`src/pkg/sync_dev_pkg.sv`:
```
// Package for the sync word and deviation configuration bank
`default_nettype none
package sync_dev_pkg;
  // Register byte addresses
  localparam logic [7:0] ADDR_SYNC_CFG = 8'h00;
  localparam logic [7:0] ADDR_DEV_M = 8'h04;
  localparam logic [7:0] ADDR_DEV_E = 8'h08;
  localparam logic [7:0] ADDR_PATTERN = 8'h0C;
  localparam logic [7:0] ADDR_SOFT_THR = 8'h10;
  localparam logic [7:0] ADDR_STATUS = 8'h14;
  localparam logic [7:0] ADDR_DEV_WORD = 8'h18;
  // Reset values
  localparam logic [2:0] RST_SYNC_MODE = 3'h5;
  localparam logic [1:0] RST_ERR_CHECK = 2'h3;
  localparam logic [7:0] RST_DEV_M = 8'h06;
  localparam logic [2:0] RST_DEV_E = 3'h3;
  localparam logic [31:0] RST_PATTERN = 32'h930B51DE;
  localparam logic [4:0] RST_SOFT_THR = 5'h0A;
  // Sync length selector codes
  localparam logic [2:0] SM_NONE = 3'h0;
  localparam logic [2:0] SM_11 = 3'h1;
  localparam logic [2:0] SM_16 = 3'h2;
  localparam logic [2:0] SM_18 = 3'h3;
  localparam logic [2:0] SM_24 = 3'h4;
  localparam logic [2:0] SM_32 = 3'h5;
  localparam logic [2:0] SM_16H = 3'h6;
  localparam logic [2:0] SM_DUAL = 3'h7;
  // Bit error check codes
  localparam logic [1:0] EC_ZERO = 2'h0;
  localparam logic [1:0] EC_ONE = 2'h1;
  localparam logic [1:0] EC_OFF = 2'h3;
  // Deviation scaling: word = (256+m) << e for e>0, m << 1 for e=0; Hz = word * fxosc / 2^24
  localparam logic [8:0] DEV_OFFSET = 9'h100;
  localparam int DEV_SCALE_LOG2 = 24;
  // AXI responses
  localparam logic [1:0] RESP_OKAY = 2'h0;
  localparam logic [1:0] RESP_SLVERR = 2'h2;

  typedef struct packed {
    logic [31:0] mask;
    logic [31:0] pattern;
    logic dual;
    logic [31:0] pattern_b;
    logic [31:0] mask_b;
  } match_cfg_s;
endpackage
`default_nettype wire

```
`src/verilog/sync_word_deviation_config.sv`:
```
// Sync word selection, bit error qualifier and deviation derivation with AXI4-Lite registers
//
// How it works
// - Selector zero disables sync search and every received sample is passed on from receive start.
// - Selectors 1..6 take 11, 16, 18, 24, 32 low-order bits or only the upper two bytes as the pattern.
// - Selector 7 searches both 16-bit halves on receive and transmits only the lower half.
// - The bit error check field resets to 3, which disables it; other values replace the pattern match with a last-byte error condition.
// - Check 0 wants no errors, 1 fewer than two errors, in the last sync byte; 2 is reserved.
// - With a nonzero exponent the deviation word is (256 + mantissa) shifted by the exponent.
// - With a zero exponent the deviation word is the mantissa alone at twice the base step.
// - A candidate is accepted only if its soft error metric is below half the soft threshold.
//
// The register offsets and the AXI4-Lite interface to the registers are this design's own decisions.
`timescale 1ns/1ps
`default_nettype none
module sync_word_deviation_config (
  input wire logic mclk_i,
  input wire logic rstn_i,
  input wire logic [7:0] s_axi_awaddr,
  input wire logic s_axi_awvalid,
  output logic s_axi_awready,
  input wire logic [31:0] s_axi_wdata,
  input wire logic [3:0] s_axi_wstrb,
  input wire logic s_axi_wvalid,
  output logic s_axi_wready,
  output logic [1:0] s_axi_bresp,
  output logic s_axi_bvalid,
  input wire logic s_axi_bready,
  input wire logic [7:0] s_axi_araddr,
  input wire logic s_axi_arvalid,
  output logic s_axi_arready,
  output logic [31:0] s_axi_rdata,
  output logic [1:0] s_axi_rresp,
  output logic s_axi_rvalid,
  input wire logic s_axi_rready,
  input wire logic rx_window_i,
  input wire logic [31:0] rx_shift_i,
  input wire logic candidate_i,
  input wire logic [4:0] soft_metric_i,
  input wire logic rx_sample_i,
  input wire logic rx_sample_valid_i,
  output logic sync_found_o,
  output logic pass_all_o,
  output logic rx_data_o,
  output logic rx_data_valid_o,
  output logic [31:0] tx_pattern_o,
  output logic [5:0] tx_sync_bits_o,
  output logic [15:0] dev_word_o
);
  logic [2:0] sync_mode;
  logic [1:0] err_check;
  logic [7:0] dev_m;
  logic [2:0] dev_e;
  logic [31:0] pattern;
  logic [4:0] soft_thr;
  logic [7:0] found_count;
  logic aw_held, w_held;
  logic [7:0] aw_addr;
  logic [31:0] w_data;
  logic [3:0] w_strb;
  logic do_write;
  sync_dev_pkg::match_cfg_s cfg;
  logic hit_a, hit_b, hit;
  logic [7:0] last_byte_xor;
  logic [3:0] last_byte_err;
  logic err_ok, soft_ok, accept;
  logic [15:0] next_dev_word;
  logic [31:0] rd_word;
  logic rd_ok;

  // Write address and data may arrive in either order; each is held until both are present
  assign do_write = aw_held && w_held && !s_axi_bvalid;

  always_ff @(posedge mclk_i or negedge rstn_i) begin
    if (!rstn_i) begin
      aw_held <= 1'b0;
      w_held <= 1'b0;
      aw_addr <= 8'h00;
      w_data <= 32'h0;
      w_strb <= 4'h0;
      s_axi_awready <= 1'b0;
      s_axi_wready <= 1'b0;
      s_axi_bvalid <= 1'b0;
      s_axi_bresp <= sync_dev_pkg::RESP_OKAY;
    end else begin
      s_axi_awready <= !aw_held && !s_axi_awready && s_axi_awvalid;
      s_axi_wready <= !w_held && !s_axi_wready && s_axi_wvalid;
      if (s_axi_awvalid && s_axi_awready) begin
        aw_held <= 1'b1;
        aw_addr <= s_axi_awaddr;
      end
      if (s_axi_wvalid && s_axi_wready) begin
        w_held <= 1'b1;
        w_data <= s_axi_wdata;
        w_strb <= s_axi_wstrb;
      end
      if (do_write) begin
        aw_held <= 1'b0;
        w_held <= 1'b0;
        s_axi_bvalid <= 1'b1;
        s_axi_bresp <= (aw_addr == sync_dev_pkg::ADDR_SYNC_CFG || aw_addr == sync_dev_pkg::ADDR_DEV_M ||
                        aw_addr == sync_dev_pkg::ADDR_DEV_E || aw_addr == sync_dev_pkg::ADDR_PATTERN ||
                        aw_addr == sync_dev_pkg::ADDR_SOFT_THR || aw_addr == sync_dev_pkg::ADDR_STATUS ||
                        aw_addr == sync_dev_pkg::ADDR_DEV_WORD) ? sync_dev_pkg::RESP_OKAY : sync_dev_pkg::RESP_SLVERR;
      end else if (s_axi_bvalid && s_axi_bready) begin
        s_axi_bvalid <= 1'b0;
      end
    end
  end

  // Configuration registers; upper bits of the sync config register are read only zero
  always_ff @(posedge mclk_i or negedge rstn_i) begin
    if (!rstn_i) begin
      sync_mode <= sync_dev_pkg::RST_SYNC_MODE;
      err_check <= sync_dev_pkg::RST_ERR_CHECK;
      dev_m <= sync_dev_pkg::RST_DEV_M;
      dev_e <= sync_dev_pkg::RST_DEV_E;
      pattern <= sync_dev_pkg::RST_PATTERN;
      soft_thr <= sync_dev_pkg::RST_SOFT_THR;
    end else if (do_write) begin
      if (aw_addr == sync_dev_pkg::ADDR_SYNC_CFG && w_strb[0]) begin
        sync_mode <= w_data[4:2];
        err_check <= w_data[1:0];
      end
      if (aw_addr == sync_dev_pkg::ADDR_DEV_M && w_strb[0]) begin
        dev_m <= w_data[7:0];
      end
      if (aw_addr == sync_dev_pkg::ADDR_DEV_E && w_strb[0]) begin
        dev_e <= w_data[2:0];
      end
      if (aw_addr == sync_dev_pkg::ADDR_SOFT_THR && w_strb[0]) begin
        soft_thr <= w_data[4:0];
      end
      if (aw_addr == sync_dev_pkg::ADDR_PATTERN) begin
        for (int i = 0; i < 4; i++) begin
          if (w_strb[i]) begin
            pattern[8*i +: 8] <= w_data[8*i +: 8];
          end
        end
      end
    end
  end

  // Pattern and mask per selector code
  always_comb begin
    cfg.pattern = pattern;
    cfg.dual = 1'b0;
    cfg.pattern_b = {16'h0, pattern[31:16]};
    cfg.mask_b = 32'h0000FFFF;
    case (sync_mode)
      sync_dev_pkg::SM_11: cfg.mask = 32'h000007FF;
      sync_dev_pkg::SM_16: cfg.mask = 32'h0000FFFF;
      sync_dev_pkg::SM_18: cfg.mask = 32'h0003FFFF;
      sync_dev_pkg::SM_24: cfg.mask = 32'h00FFFFFF;
      sync_dev_pkg::SM_32: cfg.mask = 32'hFFFFFFFF;
      sync_dev_pkg::SM_16H: begin
        cfg.pattern = {16'h0, pattern[31:16]};
        cfg.mask = 32'h0000FFFF;
      end
      sync_dev_pkg::SM_DUAL: begin
        cfg.mask = 32'h0000FFFF;
        cfg.dual = 1'b1;
      end
      default: cfg.mask = 32'h0;
    endcase
  end

  assign hit_a = ((rx_shift_i ^ cfg.pattern) & cfg.mask) == 32'h0;
  assign hit_b = cfg.dual && (((rx_shift_i ^ cfg.pattern_b) & cfg.mask_b) == 32'h0);
  // Candidate already chosen by the demodulator; mismatches in the last byte are counted here
  assign hit = (err_check == sync_dev_pkg::EC_OFF) ? (hit_a || hit_b) : 1'b1;
  assign last_byte_xor = hit_b && !hit_a ? rx_shift_i[7:0] ^ cfg.pattern_b[7:0] : rx_shift_i[7:0] ^ cfg.pattern[7:0];
  assign last_byte_err = 4'($countones(last_byte_xor));

  always_comb begin
    case (err_check)
      sync_dev_pkg::EC_ZERO: err_ok = last_byte_err == 4'h0;
      sync_dev_pkg::EC_ONE: err_ok = last_byte_err < 4'h2;
      sync_dev_pkg::EC_OFF: err_ok = 1'b1;
      default: err_ok = 1'b0;
    endcase
  end

  // Metric below thr/2, kept exact by doubling the metric
  assign soft_ok = {1'b0, soft_metric_i, 1'b0} < {2'b00, soft_thr};
  assign accept = candidate_i && rx_window_i && sync_mode != sync_dev_pkg::SM_NONE && hit && err_ok && soft_ok;

  always_ff @(posedge mclk_i or negedge rstn_i) begin
    if (!rstn_i) begin
      sync_found_o <= 1'b0;
      found_count <= 8'h00;
    end else begin
      sync_found_o <= accept;
      if (accept) begin
        found_count <= found_count + 8'h01;
      end
    end
  end

  // Pass-through while no sync is used
  always_ff @(posedge mclk_i or negedge rstn_i) begin
    if (!rstn_i) begin
      pass_all_o <= 1'b0;
      rx_data_o <= 1'b0;
      rx_data_valid_o <= 1'b0;
    end else begin
      pass_all_o <= rx_window_i && sync_mode == sync_dev_pkg::SM_NONE;
      rx_data_o <= rx_sample_i;
      rx_data_valid_o <= rx_window_i && sync_mode == sync_dev_pkg::SM_NONE && rx_sample_valid_i;
    end
  end

  // Transmit side sends the masked pattern; dual mode sends only the lower half
  always_ff @(posedge mclk_i or negedge rstn_i) begin
    if (!rstn_i) begin
      tx_pattern_o <= 32'h0;
      tx_sync_bits_o <= 6'h00;
    end else begin
      tx_pattern_o <= cfg.pattern & cfg.mask;
      case (sync_mode)
        sync_dev_pkg::SM_11: tx_sync_bits_o <= 6'h0B;
        sync_dev_pkg::SM_16, sync_dev_pkg::SM_16H, sync_dev_pkg::SM_DUAL: tx_sync_bits_o <= 6'h10;
        sync_dev_pkg::SM_18: tx_sync_bits_o <= 6'h12;
        sync_dev_pkg::SM_24: tx_sync_bits_o <= 6'h18;
        sync_dev_pkg::SM_32: tx_sync_bits_o <= 6'h20;
        default: tx_sync_bits_o <= 6'h00;
      endcase
    end
  end

  // Deviation in steps of fxosc/2^24; the zero exponent case is mantissa * 2 steps
  always_comb begin
    if (dev_e != 3'h0) begin
      next_dev_word = 16'({7'h00, sync_dev_pkg::DEV_OFFSET + {1'b0, dev_m}} << dev_e);
    end else begin
      next_dev_word = {7'h00, dev_m, 1'b0};
    end
  end

  always_ff @(posedge mclk_i or negedge rstn_i) begin
    if (!rstn_i) begin
      dev_word_o <= 16'h0;
    end else begin
      dev_word_o <= next_dev_word;
    end
  end

  // Read channel, one read answered at a time
  always_comb begin
    rd_ok = 1'b1;
    case (s_axi_araddr)
      sync_dev_pkg::ADDR_SYNC_CFG: rd_word = {27'h0, sync_mode, err_check};
      sync_dev_pkg::ADDR_DEV_M: rd_word = {24'h0, dev_m};
      sync_dev_pkg::ADDR_DEV_E: rd_word = {29'h0, dev_e};
      sync_dev_pkg::ADDR_PATTERN: rd_word = pattern;
      sync_dev_pkg::ADDR_SOFT_THR: rd_word = {27'h0, soft_thr};
      sync_dev_pkg::ADDR_STATUS: rd_word = {22'h0, pass_all_o, sync_found_o, found_count};
      sync_dev_pkg::ADDR_DEV_WORD: rd_word = {16'h0, dev_word_o};
      default: begin
        rd_word = 32'h0;
        rd_ok = 1'b0;
      end
    endcase
  end

  always_ff @(posedge mclk_i or negedge rstn_i) begin
    if (!rstn_i) begin
      s_axi_arready <= 1'b0;
      s_axi_rvalid <= 1'b0;
      s_axi_rdata <= 32'h0;
      s_axi_rresp <= sync_dev_pkg::RESP_OKAY;
    end else begin
      s_axi_arready <= !s_axi_arready && !s_axi_rvalid && s_axi_arvalid;
      if (s_axi_arvalid && s_axi_arready) begin
        s_axi_rvalid <= 1'b1;
        s_axi_rdata <= rd_word;
        s_axi_rresp <= rd_ok ? sync_dev_pkg::RESP_OKAY : sync_dev_pkg::RESP_SLVERR;
      end else if (s_axi_rvalid && s_axi_rready) begin
        s_axi_rvalid <= 1'b0;
      end
    end
  end
endmodule
`default_nettype wire

```
`config.mk`:
```
export PLATFORM = sky130hd
export DESIGN_NAME = sync_word_deviation_config
export DESIGN_NICKNAME = d
export VERILOG_FILES = /design/src/pkg/sync_dev_pkg.sv /design/src/verilog/sync_word_deviation_config.sv
export SDC_FILE = /design/constraint.sdc
export NUM_CORES = 1
export LEC_CHECK = 0
export ABC_AREA = 1
export ABC_CLOCK_PERIOD_IN_PS = 6730
export BUFFER_PORTS_ARGS = -buffer_cell sky130_fd_sc_hd__buf_2
export CAP_MARGIN = 40
export CORE_MARGIN = 2
export CORE_UTILIZATION = 56
export DETAILED_ROUTE_END_ITERATION = 6
export PLACE_DENSITY = 0.8
export SLEW_MARGIN = 15
export SYNTH_ARGS = -nofsm -noshare
export SYNTH_HDL_FRONTEND = slang
export SYNTH_SLANG_ARGS = --single-unit
export TNS_END_PERCENT = 50
```
`constraint.sdc`:
```
create_clock -name mclk_i -period 6.73 [get_ports mclk_i]
set_clock_uncertainty 0.15 [all_clocks]
set_input_delay 1.0095 -clock mclk_i [delete_from_list [all_inputs] [get_ports mclk_i]]
set_output_delay 1.0095 -clock mclk_i [all_outputs]
set_load 0.03 [all_outputs]
```
==> results of run 1 <==
==> cell type report <==
cell class / count / share of cell area [%]
Timing Repair inverter: 1 / 0.0421
Sequential cell: 203 / 43.0
Clock inverter: 8 / 0.842
Timing Repair Buffer: 207 / 9.24
Multi-Input combinational cell: 849 / 34.4
Tap cell: 225 / 2.37
Clock buffer: 29 / 4.92
Inverter: 164 / 5.21
==> kinds of logic after synthesis <==
kind of cell             after synthesis
AND/OR/NAND/NOR                      624
buffers and inverters                211
flip-flops                           203
AO/OA/AOI/OAI                        192
XOR/XNOR                              16
adder cells (fa/ha/maj)               12
other                                  1
multiplexers                           1
==> routing by layer <==
| layer | global-route usage [%] | up-vias | wire, um |
|---|---|---|---|
| met3 | 4.97 | 46 | 2880 |
| met1 | 45.6 | 4283 | 12600 |
| li1 | - | 4440 | - |
| met4 | 7.79 | 2 | 497 |
| met5 | 0 | - | 9 |
| met2 | 45.8 | 467 | 12500 |
==> through the flow <==
step / util [%] / instance area [sq um] / power, uW / cells / hold WS, ns
detailed placement: 64.4 / 11200 / 2820 / 1648 / 0.294
global route: 68.5 / 11900 / 4260 / 1686 / 0.327
floorplan: - / 10000 / 2460 / 1263 / 0.277
global placement: 64.2 / 11100 / 2790 / 1645 / 0.284
CTS: 68.4 / 11900 / 3980 / 1685 / 0.303
finish: 68.5 / 11900 / 4010 / 1686 / 0.302
==> state kept, by name, indices dropped and copies added, names as in the netlist, 2 cells and up <==
signal,cells
pattern,32
soft_thr,5
dev_e,3
tx_sync_bits_o,5
dev_word_o,16
sync_mode,3
found_count,8
w_data,32
aw_addr,8
err_check,2
s_axi_rdata,32
dev_m,8
tx_pattern_o,32
w_strb,4
==> worst max-delay path by stage <==
| stage | depth (start not counted) | endpoint | slack [ns] |
|---|---|---|---|
| final | 30 | found_count[4] | 0.54 |
| after global routing | 30 | found_count[4] | 0.06 |
| after CTS | 30 | found_count[2] | 0.34 |
| after detailed placement | 30 | found_count[2] | 0.37 |
| after global placement | 26 | found_count[2] | 0.57 |
| after floorplan | 22 | found_count[2] | 0.83 |
==> critical path, delay by kind of cell, from the launching register on <==
kind	cells	cell delay, ns
AOI/OAI and AO/OA	2	0.21
and+or+nand+nor	17	1.99
adders and majority gates	5	2.22
buffers and inverters	6	0.92
DFF	1	0.60
==> layout by cell type, fill, tap and decap left out, types with 6 or more instances in the layout <==
cell type    n
o221ai_1     6
clkbuf_16   21
nor3_1      11
buf_2      194
nand3_1     93
nand2_1    399
a22o_1       6
dfstp_2     26
a21oi_1     22
xor2_1      11
dfrtp_1    177
o22ai_1      7
nand4_1     28
buf_4       10
nor2_1      70
inv_1      160
o31ai_1     17
o21ai_0    123
ha_1         8
==> report_power, final <==
| part | switching, uW | internal, uW |
|---|---|---|
| combinational | 865 | 344 |
| sequential | 189 | 1470 |
| clock | 464 | 686 |
| total | 1520 | 2500 |
==> timing repair <==
action,4_1_cts,5_1_grt
resized for setup,0,4
hold endpoints to repair,0,0
setup endpoints to repair,0,9
==> impl_metrics.csv, run 1 <==
group,metric,value,unit
routing,vias,9238,
routing,routedWlPerCell,16.9,um
global_routing,grt_pass1_vias,8387,
hold_path,hold_path_class,"reg -> reg",
sta,fin_crit,6.19,ns
clocking,cts_tree,"yes",
floorplanning,io_pins,199,
clocking,clock_latency,0.50,ns
synth,synth_seq_cells,203,
sta,finalSetupTns,0,ns
synth,postSynth.asyncResetShare,100,%
critical_path,criticalPathCategory,"reg -> reg",
clocking,root_buffer,"clkbuf_16",
global_routing,antenna_found_initial,1,
clocking,post_cts_buffers,0,
routing,finalWirelength,28400,um
synth,ys_types,39,
sta,final-max-slew-violation-count,0,
floorplanning,die_y,138,um
routing,vias_per_cell,5.48,
global_routing,grt_max_degree,77,
status,status,"finished, final reports clean",
synth,synthAdderAreaFrac,1.80,%
synth,netlist_area,10000,sq um
synth,synth-simple-area-share,26.3,%
clocking,clk_path_buf_depth,3,
synth,synthDominantCellAreaShare,44.3,%
power_and_ir_drop,p_per_area,338,nW/um^2
synth,ys_top_cells_by_area,"dfrtp_1 (44%), nand2_1 (15%), dfstp_2 (6.8%), o21ai_0 (6.2%), inv_1 (6.0%)",
sta,setup_viol,0,
hold_path,hold_start,"s_axi_awready",
sta,max-slew-margin-rel,47.7,%
floorplanning,fp.coreArea,17400,sq um
critical_path,worst_ep_arrival_time,6.43,ns
clocking,cts_max_level,1,
critical_path,slowest_stage,"dfstp_2",
synth,synth_xor_area_share,1.40,%
routing,drc,0,
critical_path,max_stage_delay,0.60,ns
routing,drtIter0Drc,768,
hold_path,hold_end,"s_axi_awready",
sta,finalCritPeriodShare,92.0,%
routing,dr.pass1.iters,5,
placed_design,port-buffer-count,195,
synth,syn_avg_cell_area,7.94,sq um
final_layout,regArea,5110,sq um
synth,ys_seq_area_share,51.1,%
floorplanning,dieArea,18900,sq um
global_routing,grt_use_total,30.3,%
critical_path,timing.rr.start,"sync_mode[0]",
clocking,clk_pin_slew_worst_paths,0.06,ns
critical_path,r2r_end,"found_count[4]",
final_layout,multi_input_area,4090,sq um
synth,yosysMostFrequentCell,"nand2_1",
placed_design,pre_cts_slack,0.374,ns
synth,synth_compound_area_share,11.0,%
clocking,cts_buffers,21,
synth,syn_inst,1260,
critical_path,critPathLaunchType,"register",
sta,rsz0062_at_grt,"no",
floorplanning,initial_core_util,57.6,%
routing,ant_nets,0,
synth,synth_mux_area_share,0.100,%
final_layout,drive_gt1_share,19.0,%
power_and_ir_drop,leakage,0.00622,uW
critical_path,ff2ff_path_depth,30,
power_and_ir_drop,peakVddDrop,0.000285,V
critical_path,crit_fanout,27,
final_layout,n_antenna_cell,0,
placed_design,gp_congestion,0.988,
final_layout,synthToLayoutAreaGrowth,18.9,%
global_routing,grt_pass1_wl,44100,um
sta,report.final.hold_viol_count,0,
floorplanning,die_x,138,um
run,drv_cap,0,
critical_path,cp.required,6.97,ns
synth,synth_top_area_cell,"dfrtp_1",
final_layout,nFillCells,1476,
synth,synth-edff-count,0,
sta,timing.fmax,161,MHz
critical_path,crit_start,"sync_mode[0]",
synth,yosys_warnings,0,
global_routing,grt-ovfl-total,0,
critical_path,reg2reg_slack,0.54,ns
synth,ys_top_cells_by_count,"nand2_1 (400), dfrtp_1 (177), inv_1 (161), o21ai_0 (123), nand3_1 (93)",
sta,worst_pin_slew,0.781,ns
final_layout,nets,1559,
sta,setup_slack,0.537,ns
clocking,cts.sinks,203,
critical_path,crit_path_end_kind,"register",
clocking,cts_hold_buf,0,
synth,synth_top_family_by_area,"simple AND/OR/NAND/NOR gates",
hold_path,whs_path_depth,1,
floorplanning,num_rows,48,
synth,ys.flop_type,"dfrtp_1",
critical_path,crit_top_cell,"nand2_1",
placed_design,hpwl,21600,um
Power figures use the tool's default switching activity.
==> run 2: changes to the inputs <==
- PLACE_DENSITY: 0.8 -> unset
- PLACE_DENSITY_LB_ADDON: unset -> 0.15
==> run 2 against run 1 <==
Effect of this change: hold slack improved by 0.0039 ns; total power is 1.4% higher; wire length grew 1.9%; clock power hardly changed; global-route usage is 0.81 points higher; largest cell class unchanged.
==> impl_metrics.csv, run 2 (synthesis gave the netlist of run 1 again) <==
group,metric,value,unit
routing,finalWirelength,29000,um
floorplanning,fp.coreArea,17400,sq um
critical_path,crit_top_cell,"nand2_1",
critical_path,criticalPathCategory,"reg -> reg",
routing,highest_layer,"met4",
clocking,clk_pin_slew_worst_paths,0.06,ns
critical_path,crit_path_end_kind,"register",
critical_path,worst_ep_arrival_time,6.51,ns
sta,setup_viol,0,
routing,route.layer.met1.wl,13000,um
power_and_ir_drop,peakVddDrop,0.000278,V
routing,met3_length,2690,um
critical_path,cp.required,6.96,ns
sta,finalSetupTns,0,ns
power_and_ir_drop,leakage,0.00624,uW
clocking,clock_latency,0.50,ns
final_layout,synthToLayoutAreaGrowth,19.0,%
routing,drc,0,
sta,finalCritPeriodShare,93.3,%
routing,vias,9203,
global_routing,grt-ovfl-total,0,
clocking,root_buffer,"clkbuf_16",
sta,report.final.hold_viol_count,0,
sta,timing.fmax,159,MHz
sta,fin_crit,6.28,ns
clocking,cts.sinks,203,
critical_path,crit_fanout,27,
final_layout,final_common_cell,"nand2_1",
floorplanning,initial_core_util,57.6,%
sta,rsz0062_at_grt,"no",
sta,hold_slack,0.306,ns
sta,max-slew-margin-rel,47.6,%
placed_design,hpwl,21900,um
floorplanning,die_y,138,um
critical_path,critPathLaunchType,"register",
global_routing,grt_max_degree,66,
floorplanning,num_rows,48,
power_and_ir_drop,p_per_area,342,nW/um^2
global_routing,grt_use_total,31.1,%
placed_design,port-buffer-count,195,
critical_path,slowest_stage,"dfstp_2",
placed_design,placed_cell_area,11200,sq um
routing,wl_met2,12600,um
final_layout,nets,1558,
final_layout,drive_gt1_share,18.8,%
floorplanning,io_pins,199,
final_layout,final_cell_area,11900,sq um
floorplanning,die_x,138,um
global_routing,antenna_found_initial,0,
placed_design,gp_congestion,0.997,
global_routing,grt_pass1_wl,45300,um
status,status,"finished, final reports clean",
critical_path,max_stage_delay,0.55,ns
run,drv_cap,0,
global_routing,grt_pass1_vias,8534,
clocking,clk_path_buf_depth,3,
sta,final-max-slew-violation-count,0,
clocking,cts_max_level,1,
final_layout,n_antenna_cell,0,
routing,dr.pass1.iters,5,
routing,vias_per_cell,5.46,
routing,ant_nets,0,
final_layout,layout_common_cells,"nand2_1 (400), buf_2 (194), dfrtp_1 (177)",
sta,worst_pin_slew,0.783,ns
clocking,cts_tree,"yes",
floorplanning,dieArea,18900,sq um
clocking,cts_buffers,21,
routing,routedWlPerCell,17.2,um
hold_path,hold_path_class,"reg -> reg",
routing,drtIter0Drc,943,
-- run 2: timing repair --
| action | 4_1_cts | 5_1_grt |
|---|---|---|
| resized for setup | 0 | 1 |
| endpoints found under the hold margin | 0 | 0 |
| hold buffers | 0 | 0 |
| setup endpoints to repair | 0 | 8 |
| buffers inserted | 0 | 0 |
-- run 2: report_power, final --
part	switching [uW]	internal, uW
registers	183	1470
logic	874	364
clock network	468	714
-- run 2: metrics by stage --
stage          instances  power [uW]  worst slack [ns]  util [%]
2_1_floorplan       1263        2460             0.835         -
3_3_place_gp        1645        2830             0.645      64.2
3_5_place_dp        1647        2870             0.438      64.3
4_1_cts             1685        4060             0.427      68.4
5_1_grt             1686        4310            0.0446      68.6
6_report            1686        4070             0.452      68.6
-- run 2: critical path, delay by kind of cell (launching register included) --
family | cells | cell delay (ns)
AO/OA/AOI/OAI | 2 | 0.20
adder cells (fa/ha/maj) | 5 | 2.25
buffers and inverters | 6 | 0.95
flip-flops | 1 | 0.55
AND/OR/NAND/NOR | 17 | 2.05
-- run 2: final cells by class --
| cell class | count | area [sq um] |
|---|---|---|
| clock buffer | 28 | 572 |
| clock inverter | 10 | 131 |
| fill | 1434 | 5450 |
| inverter | 164 | 616 |
| multi-input combinational | 849 | 4080 |
| sequential | 203 | 5110 |
| tap | 225 | 282 |
| timing repair buffer | 207 | 1110 |
-- run 2: layer usage --
metal / up-vias / GRT usage, %
met5: - / 0
met4: 0 / 8.42
met3: 53 / 4.27
met2: 457 / 46.9
met1: 4261 / 47.2
li1: 4432 / -
-- run 2: worst paths after layout --
kind	startpoint	to	slack, ns	cells past startpoint
worst max register to register	sync_mode[0]	found_count[0]	0.45	30
min in group asynchronous	rstn_i	s_axi_rvalid	0.33	1
max in group asynchronous	rstn_i	pattern[19]	4.88	3
worst min register to register	s_axi_awready	s_axi_awready	0.31	1
worst max-delay path	sync_mode[0]	found_count[0]	0.45	30
worst min-delay path	s_axi_awready	s_axi_awready	0.31	1
==> run 3: changes to the inputs <==
- CORE_ASPECT_RATIO: unset -> 1.75
==> run 3 against run 2 <==
Effect of this change: setup slack improved by 0.077 ns; critical path depth is the same; total power down 4.3%; sequential share of layout area increased by 0.41 points; register-to-register slack better by 0.08 ns; sequential power is essentially flat; global-route usage increased by 1.2 points; flip-flop and latch count stayed put; combinational power about the same; first-iteration DRC count fell by 42%; fmax rose by 1.2%.
==> impl_metrics.csv, run 3 (synthesis gave the netlist of run 1 again) <==
group,metric,value,unit
routing,dr.pass1.iters,6,
clocking,cts_buffers,19,
sta,hold_slack,0.265,ns
sta,fin_crit,6.20,ns
status,status,"finished, final reports clean",
routing,vias,9260,
floorplanning,num_rows,64,
floorplanning,die_y,181,um
routing,routedWlPerCell,18.0,um
critical_path,critPathLaunchType,"register",
final_layout,synthToLayoutAreaGrowth,17.9,%
global_routing,busiest_layer,"met2",
sta,setup_viol,0,
final_layout,n_antenna_cell,0,
sta,rsz0062_at_grt,"no",
global_routing,grt_pass1_vias,9162,
sta,timing.fmax,161,MHz
final_layout,nFillCells,1572,
global_routing,grt-ovfl-total,0,
sta,worst_pin_slew,0.761,ns
clocking,clk_path_buf_depth,3,
final_layout,nets,1560,
clocking,clock_latency,0.50,ns
power_and_ir_drop,total_power,3890,uW
clocking,cts_tree,"yes",
global_routing,globalRouteMet2Util,59.0,%
power_and_ir_drop,peakVddDrop,0.000268,V
sta,final-max-slew-violation-count,0,
final_layout,final_cell_area,11800,sq um
routing,drc,0,
critical_path,crit_top_cell,"nand2_1",
power_and_ir_drop,leakage,0.00619,uW
sta,max-slew-margin-rel,48.8,%
routing,vias_per_cell,5.47,
critical_path,max_stage_delay,0.58,ns
power_and_ir_drop,p_per_area,330,nW/um^2
global_routing,grt_max_degree,104,
global_routing,grt_use_total,32.3,%
clocking,cts_max_level,1,
floorplanning,io_pins,199,
clocking,root_buffer,"clkbuf_16",
clocking,clk_pin_slew_worst_paths,0.07,ns
run,drv_cap,0,
final_layout,final_common_cell,"nand2_1",
global_routing,grt_pass1_wl,47600,um
placed_design,gp_congestion,0.952,
final_layout,layout_common_cells,"nand2_1 (399), buf_2 (194), dfrtp_1 (177)",
sta,finalCritPeriodShare,92.1,%
critical_path,crit_path_end_kind,"register",
floorplanning,fp.coreArea,17500,sq um
final_layout,fin_util,67.5,%
critical_path,worst_ep_arrival_time,6.44,ns
critical_path,cp.required,6.97,ns
floorplanning,dieArea,19000,sq um
floorplanning,initial_core_util,57.3,%
global_routing,grtUsageMet1,34.7,%
clocking,cts.sinks,203,
clocking,cts_hold_buf,0,
hold_path,hold_path_class,"in -> async",
critical_path,criticalPathCategory,"reg -> reg",
critical_path,slowest_stage,"dfstp_2",
placed_design,placed_cell_area,11200,sq um
floorplanning,die_x,105,um
sta,report.final.hold_viol_count,0,
global_routing,antenna_found_initial,0,
final_layout,drive_gt1_share,18.7,%
routing,ant_nets,0,
routing,drtIter0Drc,551,
critical_path,crit_fanout,27,
placed_design,port-buffer-count,195,
sta,finalSetupTns,0,ns
routing,finalWirelength,30500,um
placed_design,hpwl,23700,um
global_routing,use_met3,4.11,%
## run 3: cell types whose count changed in the layout (fill, tap and decap cells not counted), moves of 2 or more
cell and delta:
buf_4 +5, clkbuf_16 -2, bufinv_16 -3, clkinv_2 -2
clkbuf_1 +3
## run 3: final timing paths
check                              startpoint         endpoint  slack (ns)  cells past startpoint
worst max-delay path             sync_mode[0]   found_count[0]        0.53                     30
worst min-delay path                   rstn_i  s_axi_rdata[31]        0.27                      1
worst max register to register   sync_mode[0]   found_count[0]        0.53                     30
worst min register to register  s_axi_awready    s_axi_awready        0.30                      1
max in group asynchronous              rstn_i         dev_m[5]        4.87                      3
min in group mclk_i             s_axi_awready    s_axi_awready        0.30                      1
## run 3: routing by layer
| metal | up-vias | share of wire, % |
|---|---|---|
| met5 | - | 0 |
| met4 | 0 | 7.3 |
| met3 | 118 | 5.1 |
| met2 | 362 | 53 |
| met1 | 4351 | 35 |
| li1 | 4429 | - |
## run 3: area by class of cell
class | count | area (sq um) | share of cell area (%)
clock buffers | 30 | 547 | 4.64
flip-flops and latches | 203 | 5110 | 43.4
well taps | 231 | 289 | 2.45
multi-input cells | 849 | 4080 | 34.6
clock inverters | 4 | 23.8 | 0.202
inverters | 164 | 616 | 5.22
repair buffers | 211 | 1130 | 9.57
## run 3: critical path, delay by kind of cell (launching register included)
family,cells,cell delay [ns]
compound gates,2,0.21
buf+inv,6,0.86
fa+ha+maj,5,2.29
flops,1,0.58
simple gates,17,1.99
## run 3: metrics by stage
| stage | std cells | worst slack [ns] |
|---|---|---|
| floorplan | 1263 | 0.835 |
| global placement | 1655 | 0.251 |
| detailed placement | 1657 | 0.195 |
| CTS | 1691 | 0.453 |
| global route | 1692 | 0.0611 |
| finish | 1692 | 0.529 |
## run 3: power breakdown
group	switching (uW)	internal, uW	leakage, uW
clock	458	560	0.000281
sequential	194	1470	0.00264
combinational	866	349	0.00327
total	1520	2370	0.00619
## run 3: timing repair
| item | in CTS | in global routing |
|---|---|---|
| endpoints found under the setup margin | 0 | 7 |
| setup buffers | 0 | 0 |
| gates resized for setup | 0 | 1 |
| hold endpoints to repair | 0 | 0 |
